$ cat src/verilog/rst_init_pkg.sv
// constants and carrier types for the reset sequencing block
package rst_init_pkg;
  // oscillator source codes
  typedef enum logic [1:0] {
    osc_fast_rc,
    osc_fast_xtal,
    osc_slow_xtal,
    osc_slow_rc
  } osc_src_e;

  // settle counts at 10 MHz are in system clock cycles, so taken as printed
  localparam logic [10:0] settle_fast_cycles = 11'd16;
  localparam logic [10:0] settle_slow_xtal_cycles = 11'd1024;
  localparam logic [10:0] settle_slow_rc_cycles = 11'd2;

  // reset values
  localparam logic [7:0] pc_low_rst = 8'h00;
  localparam logic [7:0] port_rst = 8'hff;
  localparam logic [7:0] pullup_rst = 8'h00;
  localparam logic [7:0] intc_rst = 8'h00;
  localparam logic [7:0] tmr_ctl_rst = 8'h00;
  localparam logic [9:0] analog_sel_rst = 10'h3ff;
  localparam logic [4:0] stack_top = 5'h00;
  localparam logic [7:0] wdt_clear = 8'h00;

  // register offsets
  localparam logic [3:0] reg_status = 4'h0;
  localparam logic [3:0] reg_ctrl = 4'h1;
  localparam logic [3:0] reg_irq_stat = 4'h2;
  localparam logic [3:0] reg_irq_mask = 4'h3;
  localparam logic [3:0] reg_osc = 4'h4;
  localparam logic [3:0] reg_port_data = 4'h5;
  localparam logic [3:0] reg_port_dir = 4'h6;
  localparam logic [3:0] reg_intc = 4'h7;
  localparam logic [3:0] reg_tmr = 4'h8;

  // field positions
  localparam int status_pwrdn_bit = 4;
  localparam int status_to_bit = 5;
  localparam int ctrl_sdrf_bit = 2;
  localparam int ev_por_bit = 0;
  localparam int ev_sdr_bit = 1;
  localparam int ev_wdt_bit = 2;
  localparam int ev_wdt_sleep_bit = 3;

  // reset request group from the watchdog and supply monitor
  typedef struct packed {
    logic por;
    logic supply_drop;
    logic wdt_timeout;
    logic in_sleep;
  } rst_req_s;
endpackage : rst_init_pkg

$ cat src/verilog/reset_initial_conditions.sv
// reset cause tracking, per-source initial values and wake settle timing
// How it works
// - sleep watchdog reset clears pc, sp only
// - fast oscillators settle sixteen cycles before resuming
// - slow crystal settles 1024 cycles
// - slow rc settles two cycles
// - power-on clears timeout and powerdown flags
// - supply drop keeps both flags
// - normal watchdog reset sets timeout flag only
// - sleep watchdog reset sets both flags
// - power-on disables all interrupts
// - power-on clears watchdog, which then counts
// - power-on switches timers off
// - power-on makes ports inputs, analog pins converter
// - power-on zeroes pc, stack at top
// - each reset loads its defined register values
// - normal watchdog reset equals supply drop plus flag
// - supply drop sets sticky flag, software clears
//
// Our own choices: the placing of the registers and strobed register access.
`timescale 1ns/1ns
module reset_initial_conditions (
  input wire logic sys_clk, // system clock, 10 MHz
  input wire logic srst, // synchronous reset, active high (power-on)
  input wire rst_init_pkg::rst_req_s req, // reset requests, one-cycle pulses; in_sleep is a level
  input wire logic [3:0] addr, // register address
  input wire logic [7:0] wdata, // register write data
  input wire logic wr_en, // write strobe
  input wire logic rd_en, // read strobe
  output logic [7:0] rdata, // read data, cycle after read strobe
  output logic irq, // level interrupt
  output logic cpu_hold, // core held while settling
  output logic [7:0] pc_low_byte, // program counter low byte
  output logic [4:0] stack_ptr, // stack pointer
  output logic [7:0] port_data, // port data register
  output logic [7:0] port_dir, // port direction, 1 = input
  output logic [9:0] analog_sel, // analog input pin select
  output logic [7:0] intc, // interrupt enables
  output logic [7:0] tmr_ctl, // timer control, 0 = off
  output logic [7:0] watchdog_timer, // watchdog count
  output logic watchdog_timeout_flag, // timeout flag
  output logic powerdown_flag, // power-down flag
  output logic supply_drop_reset_flag // sticky supply drop flag
);
  import rst_init_pkg::*;

  // ---------------------------------------------------------------
  // reset event decode
  // ---------------------------------------------------------------
  logic ev_sleep_wdt, ev_full_rst, ev_wdt_norm, ev_sdr;
  // a supply drop while asleep cannot happen: the monitor is off then
  assign ev_sdr = req.supply_drop & ~req.in_sleep;
  assign ev_wdt_norm = req.wdt_timeout & ~req.in_sleep & ~ev_sdr;
  assign ev_sleep_wdt = req.wdt_timeout & req.in_sleep & ~req.supply_drop;
  assign ev_full_rst = ev_sdr | ev_wdt_norm;

  // ---------------------------------------------------------------
  // settle timer
  // ---------------------------------------------------------------
  typedef enum logic {st_run, st_settle} seq_e;
  seq_e state_q, state_d;
  logic [10:0] cnt_q, cnt_d;
  osc_src_e osc_q, osc_d;

  function automatic logic [10:0] settle_len(input osc_src_e s);
    unique case (s)
      osc_fast_rc, osc_fast_xtal: settle_len = settle_fast_cycles;
      osc_slow_xtal: settle_len = settle_slow_xtal_cycles;
      osc_slow_rc: settle_len = settle_slow_rc_cycles;
    endcase
  endfunction : settle_len

  // every reset except power-on restarts the settle wait; core held until it expires
  always_comb begin
    state_d = state_q;
    cnt_d = cnt_q;
    if (ev_sleep_wdt || ev_full_rst) begin
      state_d = st_settle;
      cnt_d = settle_len(osc_q) - 11'd1;
    end else if (state_q == st_settle) begin
      if (cnt_q == 11'd0) begin
        state_d = st_run;
      end else begin
        cnt_d = cnt_q - 11'd1;
      end
    end
  end

  always_ff @(posedge sys_clk) begin
    if (srst) begin
      state_q <= st_run;
      cnt_q <= 11'd0;
    end else begin
      state_q <= state_d;
      cnt_q <= cnt_d;
    end
  end

  assign cpu_hold = (state_q == st_settle);

  // ---------------------------------------------------------------
  // core state registers and flags
  // ---------------------------------------------------------------
  logic [7:0] pc_d, pd_d, pdir_d, intc_d, tmr_d, wdt_d;
  logic [4:0] sp_d;
  logic [9:0] an_d;
  logic to_d, pwrdn_d, sdrf_d;
  logic [3:0] ist_q, ist_d, imsk_q, imsk_d;
  logic wr_status, wr_ctrl;
  assign wr_status = wr_en && addr == reg_status;
  assign wr_ctrl = wr_en && addr == reg_ctrl;

  // per-source effects; reset values override software writes to the same register in the same cycle
  always_comb begin
    pc_d = pc_low_byte;
    sp_d = stack_ptr;
    pd_d = port_data;
    pdir_d = port_dir;
    an_d = analog_sel;
    intc_d = intc;
    tmr_d = tmr_ctl;
    wdt_d = cpu_hold ? watchdog_timer : watchdog_timer + 8'h01;
    to_d = watchdog_timeout_flag;
    pwrdn_d = powerdown_flag;
    sdrf_d = supply_drop_reset_flag;
    osc_d = osc_q;
    if (wr_status) begin
      to_d = wdata[status_to_bit];
      pwrdn_d = wdata[status_pwrdn_bit];
    end
    if (wr_ctrl && !wdata[ctrl_sdrf_bit]) begin
      sdrf_d = 1'b0;
    end
    if (wr_en && addr == reg_osc) osc_d = osc_src_e'(wdata[1:0]);
    if (wr_en && addr == reg_port_data) pd_d = wdata;
    if (wr_en && addr == reg_port_dir) pdir_d = wdata;
    if (wr_en && addr == reg_intc) intc_d = wdata;
    if (wr_en && addr == reg_tmr) tmr_d = wdata;
    if (ev_sleep_wdt) begin
      pc_d = pc_low_rst;
      sp_d = stack_top;
      to_d = 1'b1;
      pwrdn_d = 1'b1;
    end
    if (ev_full_rst) begin
      pc_d = pc_low_rst;
      sp_d = stack_top;
      pd_d = port_rst;
      pdir_d = port_rst;
      an_d = analog_sel_rst;
      intc_d = intc_rst;
      tmr_d = tmr_ctl_rst;
      wdt_d = wdt_clear;
      // supply drop keeps flags; watchdog adds the timeout flag
      to_d = ev_wdt_norm ? 1'b1 : watchdog_timeout_flag;
      pwrdn_d = powerdown_flag;
    end
    if (ev_sdr) sdrf_d = 1'b1;
  end

  always_ff @(posedge sys_clk) begin
    if (srst) begin
      pc_low_byte <= pc_low_rst;
      stack_ptr <= stack_top;
      port_data <= port_rst;
      port_dir <= port_rst;
      analog_sel <= analog_sel_rst;
      intc <= intc_rst;
      tmr_ctl <= tmr_ctl_rst;
      watchdog_timer <= wdt_clear;
      watchdog_timeout_flag <= 1'b0;
      powerdown_flag <= 1'b0;
      supply_drop_reset_flag <= 1'b0;
      osc_q <= osc_fast_rc;
    end else begin
      pc_low_byte <= pc_d;
      stack_ptr <= sp_d;
      port_data <= pd_d;
      port_dir <= pdir_d;
      analog_sel <= an_d;
      intc <= intc_d;
      tmr_ctl <= tmr_d;
      watchdog_timer <= wdt_d;
      watchdog_timeout_flag <= to_d;
      powerdown_flag <= pwrdn_d;
      supply_drop_reset_flag <= sdrf_d;
      osc_q <= osc_d;
    end
  end

  // ---------------------------------------------------------------
  // interrupt status, mask and read port
  // ---------------------------------------------------------------
  logic [3:0] ev_vec;
  logic [7:0] rdata_d;
  assign ev_vec = {ev_sleep_wdt, ev_wdt_norm, ev_sdr, 1'b0};

  // set wins over a write-one clear in the same cycle
  always_comb begin
    ist_d = ist_q;
    imsk_d = imsk_q;
    if (wr_en && addr == reg_irq_stat) ist_d = ist_q & ~wdata[3:0];
    if (wr_en && addr == reg_irq_mask) imsk_d = wdata[3:0];
    ist_d = ist_d | ev_vec;
    rdata_d = 8'h00;
    if (rd_en) begin
      unique case (addr)
        reg_status: rdata_d = {2'b00, watchdog_timeout_flag, powerdown_flag, 4'h0};
        reg_ctrl: rdata_d = {5'h00, supply_drop_reset_flag, 2'b00};
        reg_irq_stat: rdata_d = {4'h0, ist_q};
        reg_irq_mask: rdata_d = {4'h0, imsk_q};
        reg_osc: rdata_d = {6'h00, osc_q};
        reg_port_data: rdata_d = port_data;
        reg_port_dir: rdata_d = port_dir;
        reg_intc: rdata_d = intc;
        reg_tmr: rdata_d = tmr_ctl;
        default: rdata_d = 8'h00;
      endcase
    end
  end

  always_ff @(posedge sys_clk) begin
    if (srst) begin
      ist_q <= 4'h1; // power-on event recorded
      imsk_q <= 4'h0;
      rdata <= 8'h00;
    end else begin
      ist_q <= ist_d;
      imsk_q <= imsk_d;
      rdata <= rdata_d;
    end
  end

  assign irq = |(ist_q & imsk_q);
endmodule : reset_initial_conditions

$ cat config.mk
export PLATFORM = sky130hd
export DESIGN_NAME = reset_initial_conditions
export DESIGN_NICKNAME = d
export VERILOG_FILES = /design/src/verilog/rst_init_pkg.sv /design/src/verilog/reset_initial_conditions.sv
export SDC_FILE = /design/constraint.sdc
export NUM_CORES = 1
export LEC_CHECK = 0
export ABC_AREA = 1
export BUFFER_PORTS_ARGS = -buffer_cell sky130_fd_sc_hd__buf_2
export CORE_ASPECT_RATIO = 0.7
export CORE_MARGIN = 4
export CORE_UTILIZATION = 54
export CTS_BUF_LIST = sky130_fd_sc_hd__clkbuf_8
export DETAILED_ROUTE_END_ITERATION = 8
export PLACE_DENSITY_LB_ADDON = 0.25
export SETUP_SLACK_MARGIN = 0.05
export SLEW_MARGIN = 20
export SYNTH_ARGS = -nofsm -noshare
export SYNTH_HDL_FRONTEND = slang
export SYNTH_SLANG_ARGS = --single-unit
export TNS_END_PERCENT = 5
$ cat constraint.sdc
create_clock -name sys_clk -period 1.6 [get_ports sys_clk]
set_input_delay 0.24 -clock sys_clk [delete_from_list [all_inputs] [get_ports sys_clk]]
set_output_delay 0.24 -clock sys_clk [all_outputs]
set_load 0.1 [all_outputs]
After elaboration in Yosys (flattened, before gate mapping)
Index checks and enable logic that the tools add are counted.

Add/sub/neg operators: 3. Equality and inequality tests: 13. Mux-type cells: 18. Bitwise operators: 15. Reduce and logical (&&, ||, !) cells: 26.

Operators by type and width (count): case mux 8 bit (9 select lines) (1); two-way mux 11 bit (4); case mux 11 bit (3 select lines) (1); subtractor 11 x 1 -> 11 bit (second input constant) (2); equality test 4 x 3 -> 1 bit (second input constant) (4); zero test 11 bit (1); two-way mux 1 bit (11); logical AND 1 bit (10); adder 8 x 1 -> 8 bit (second input constant) (1); bitwise AND 4 bit (2); equality test 4 x 2 -> 1 bit (second input constant) (2); AND reduction 2 bit (3); nonzero test 2 bit (3); OR reduction 2 bit (3); bitwise AND 1 bit (5); NOT 1 bit (5); equality test 2 bit (second input constant) (2); equality test 4 x 1 -> 1 bit (second input constant) (1); equality test 4 bit (second input constant) (1); zero test 4 bit (1); two-way mux 4 bit (1); NOT 4 bit (1); OR 4 bit (1); OR reduction 4 bit (1); 8 further kinds (8).

Register bits: 73. Output and inout bits: 76. Word-level logic and storage cells: 89.

Depth between registers and ports, before layout
Word-level depth: 9. Mapped depth: 13.

Worst setup path after synthesis
No wires, ideal clock.

Kind: register to output. Start point: reg imsk_q[0]. End point: out irq. Arrival time: 2.452 ns. Required time: 1.360 ns. Path slack: -1.092 ns. Stages on the path, launching flop included: 3. Cells stage by stage: dfxtp_1 inv_1 o21ai_0.

Word-level cells in the longest chain between the ends: 2.

Ends and longest elaborated chain: start: declaration (RTL line reset_initial_conditions.sv:108) `logic [3:0] ist_q, ist_d, imsk_q, imsk_d;`; start signal: assignment (RTL line reset_initial_conditions.sv:229) `imsk_q <= imsk_d;`; bitwise AND 4 bit (RTL line reset_initial_conditions.sv:234) `assign irq = |(ist_q & imsk_q);`; OR reduction 4 bit (RTL line reset_initial_conditions.sv:234); end: declaration (RTL line reset_initial_conditions.sv:31) `output logic irq,`.

Every way passes these cells.

Worst setup path in the final report
Start point: reg state_q (netlist: cpu_hold). End point: out cpu_hold.

RTL lines: start: declaration (RTL line reset_initial_conditions.sv:61) `seq_e state_q, state_d;`; start signal: assignment (RTL line reset_initial_conditions.sv:91) `state_q <= st_run;`; start signal: assignment (RTL line reset_initial_conditions.sv:94) `state_q <= state_d;`; end: declaration (RTL line reset_initial_conditions.sv:32) `output logic cpu_hold,`.

No word-level cell between the ends.

==> flow_summary.json <==
{
  "setup_ws_ns": 0.101,
  "p_leak_uw": 0.00203,
  "grt_max_degree": 20,
  "fill_cells": 546,
  "ys_ff_latch": 73,
  "drt_iter0_markers": 330,
  "timing.rr.start": "cnt_q[1]",
  "drc": 0,
  "start_util": 0.561,
  "place_area_um2": 4040,
  "ant_nets": 0,
  "crit_start": "cpu_hold",
  "finalNetCount": 602,
  "cts_inserted_buffers": 9,
  "num_vias": 3576,
  "critPathTopFamily": "buffers and inverters",
  "synth_cells": 490,
  "critPathRequiredTime_ns": 1.36,
  "finalCritPeriodShare": 0.937,
  "num_rows": 24,
  "min_period_ns": 1.50,
  "io_pins": 96,
  "pre_cts_ws_ns": -0.0357,
  "numPortBuffers": 71,
  "dr.pass1.iters": 5,
  "slowest_stage": "buf_2",
  "r2r-end": "cnt_q[10]",
  "clk_latency_ns": 0.35,
  "cts.clk_slew.worst_paths_ns": 0.08,
  "multi_input_area_um2": 1690,
  "syn_to_final_growth_pct": 21.2,
  "vias_per_cell": 5.39,
  "r2r_slack_ns": 0.14,
  "powerDensity_nw_per_um2": 1080,
  "synthTopCellsByArea": "dfxtp_1, nand2_1, a21oi_1, inv_1, nand3_1",
  "fmax_mhz": 667,
  "worstSetupStartpointType": "flip-flop",
  "die_w_um": 105,
  "root_buffer": "clkbuf_8",
  "holdBufCountCts": 0,
  "hpwlAfterDp_um": 7730,
  "p_total_uw": 4620,
  "cts.htree.levels": 3,
  "post-synth-top-area-cell": "dfxtp_1",
  "status": "complete, no violations",
  "clock-sinks": 73,
  "endpoint": "cpu_hold",
  "whs_ns": 0.148,
  "seqCellArea_um2": 1460,
  "die_area_um2": 7940,
  "postCtsSetupBuffers": 0,
  "track_usage": 0.261,
  "cts_tree": "yes",
  "yosys_warnings": 0,
  "synth_largest_type_area_fraction": 0.413,
  "vdd_drop_max_v": 0.000586,
  "maxCapViolCount": 0,
  "die_h_um": 75.7,
  "seq_area_frac_synth": 0.413,
  "worstPathCellList": "buf_2",
  "clock_path_buffers": 2,
  "antennaDiodeCount": 0,
  "fp.coreArea_um2": 6310,
  "drv_slew": 0,
  "crit_fanout": 6,
  "drive_gt1_frac": 0.263,
  "antenna_found_initial": 0,
  "skew_ns": 0.00594,
  "cp_slowest_stage_delay_ns": 0.47,
  "r2r_cells": 10,
  "routedWlPerCell_um": 15.2,
  "path_class": "flip-flop to output pin",
  "setup_viol_count_final": 0,
  "hp-class": "input port to flip-flop",
  "path_depth": 1,
  "cp-end-kind": "output pin",
  "grt_pass1_vias": 3272,
  "grt-ovfl-total": 0,
  "wirelength_um": 10100,
  "netlist_area_um2": 3540,
  "path_buf_inv": 1,
  "cp.arrival_ns": 1.26,
  "grt_pass1_wl_um": 16300,
  "avgSynthCellArea_um2": 7.22,
  "hold_viol": 0,
  "synthDistinctLibCells": 37,
  "rsz0062_at_grt": "yes",
  "fin_util": 0.681,
  "place.gp.congestion": 0.939,
  "design_area_um2": 4290
}
[flip-flops by register name, indices dropped and copies added (netlist names)]
register and cells:
intc 8, tmr_ctl 8, ist_q 4, cnt_q 11
port_data 8, watchdog_timeout_flag 1, osc_q 2, port_dir 8
supply_drop_reset_flag 1, cpu_hold 1, watchdog_timer 8, imsk_q 4
powerdown_flag 1, rdata 8
[synthesized netlist by cell type (all sizes together)]
cell	count
a31oi	4
o31ai	2
dfxtp	73
a41oi	1
nor3	4
clkbuf	5
a21o	1
buf	32
ha	2
o21a	1
nor2	36
nor3b	1
a21oi	48
xor2	1
clkinv	1
conb	2
a211oi	2
o22ai	8
nand3b	2
inv	65
nand4	3
o21ai	39
a221oi	2
nand3	40
o211ai	8
nand2	106
a21boi	1
[cells in the final DEF, fill, tap and decap left out, drive strengths merged, types with 3 or more instances in the layout]
cell type	count
a21oi	48
a31oi	4
buf	95
clkbuf	10
clkinv	3
conb	23
dfxtp	73
inv	66
nand2	106
nand3	40
nand4	3
nor2	36
nor3	4
o211ai	8
o21ai	39
o22ai	8
[worst min path at each step]
stage / start / end / slack [ns] / cells after the start
after CTS: wdata[7] / port_dir[7] / 0.14 / 3
final: wdata[7] / port_dir[7] / 0.15 / 3
after floorplan: srst / cnt_q[3] / 0.31 / 1
after global placement: watchdog_timer[7] / watchdog_timer[7] / 0.45 / 2
after global routing: wdata[7] / port_dir[7] / 0.16 / 3
after detailed placement: intc[4] / intc[4] / 0.45 / 2
[routing by layer]
metal | GRT usage | routed length, µm | vias up
li1 | - | - | 1757
met1 | 0.362 | 4640 | 1615
met2 | 0.412 | 4300 | 195
met3 | 0.0686 | 1070 | 9
met4 | 0.0655 | 78 | 0
met5 | 0 | 0 | -
[stage by stage]
stage	cells	TNS, ns
detailed placement	647	-0.0357
global route	663	0
global placement	647	0
floorplan	511	-3.01
CTS	663	0
finish	663	0
[timing repair]
action,CTS,global route
cloned,0,0
gates resized for setup,1,8
endpoints found under the setup margin,1,11
pin swaps,0,1
[area by class of cell]
class                   instances  share of cell area
repair buffers                 95               0.131
well taps                      78              0.0227
multi-input cells             335               0.394
inverters                      66              0.0580
clock inverters                 6              0.0210
flip-flops and latches         73               0.341
clock buffers                  10              0.0321
[where the power goes]
part | switching (µW) | internal [µW]
Combinational | 794 | 221
Sequential | 56.2 | 1890
Clock | 736 | 926
[kinds of logic after synthesis]
kind of cell,synth area share
and+or+nand+nor,0.241
AOI/OAI and AO/OA,0.194
buffers and inverters,0.140
DFF,0.413
adders and majority gates,0.00707
other,0.00212
xor gates and xnor gates,0.00247
(Power assumes the default switching activity.)
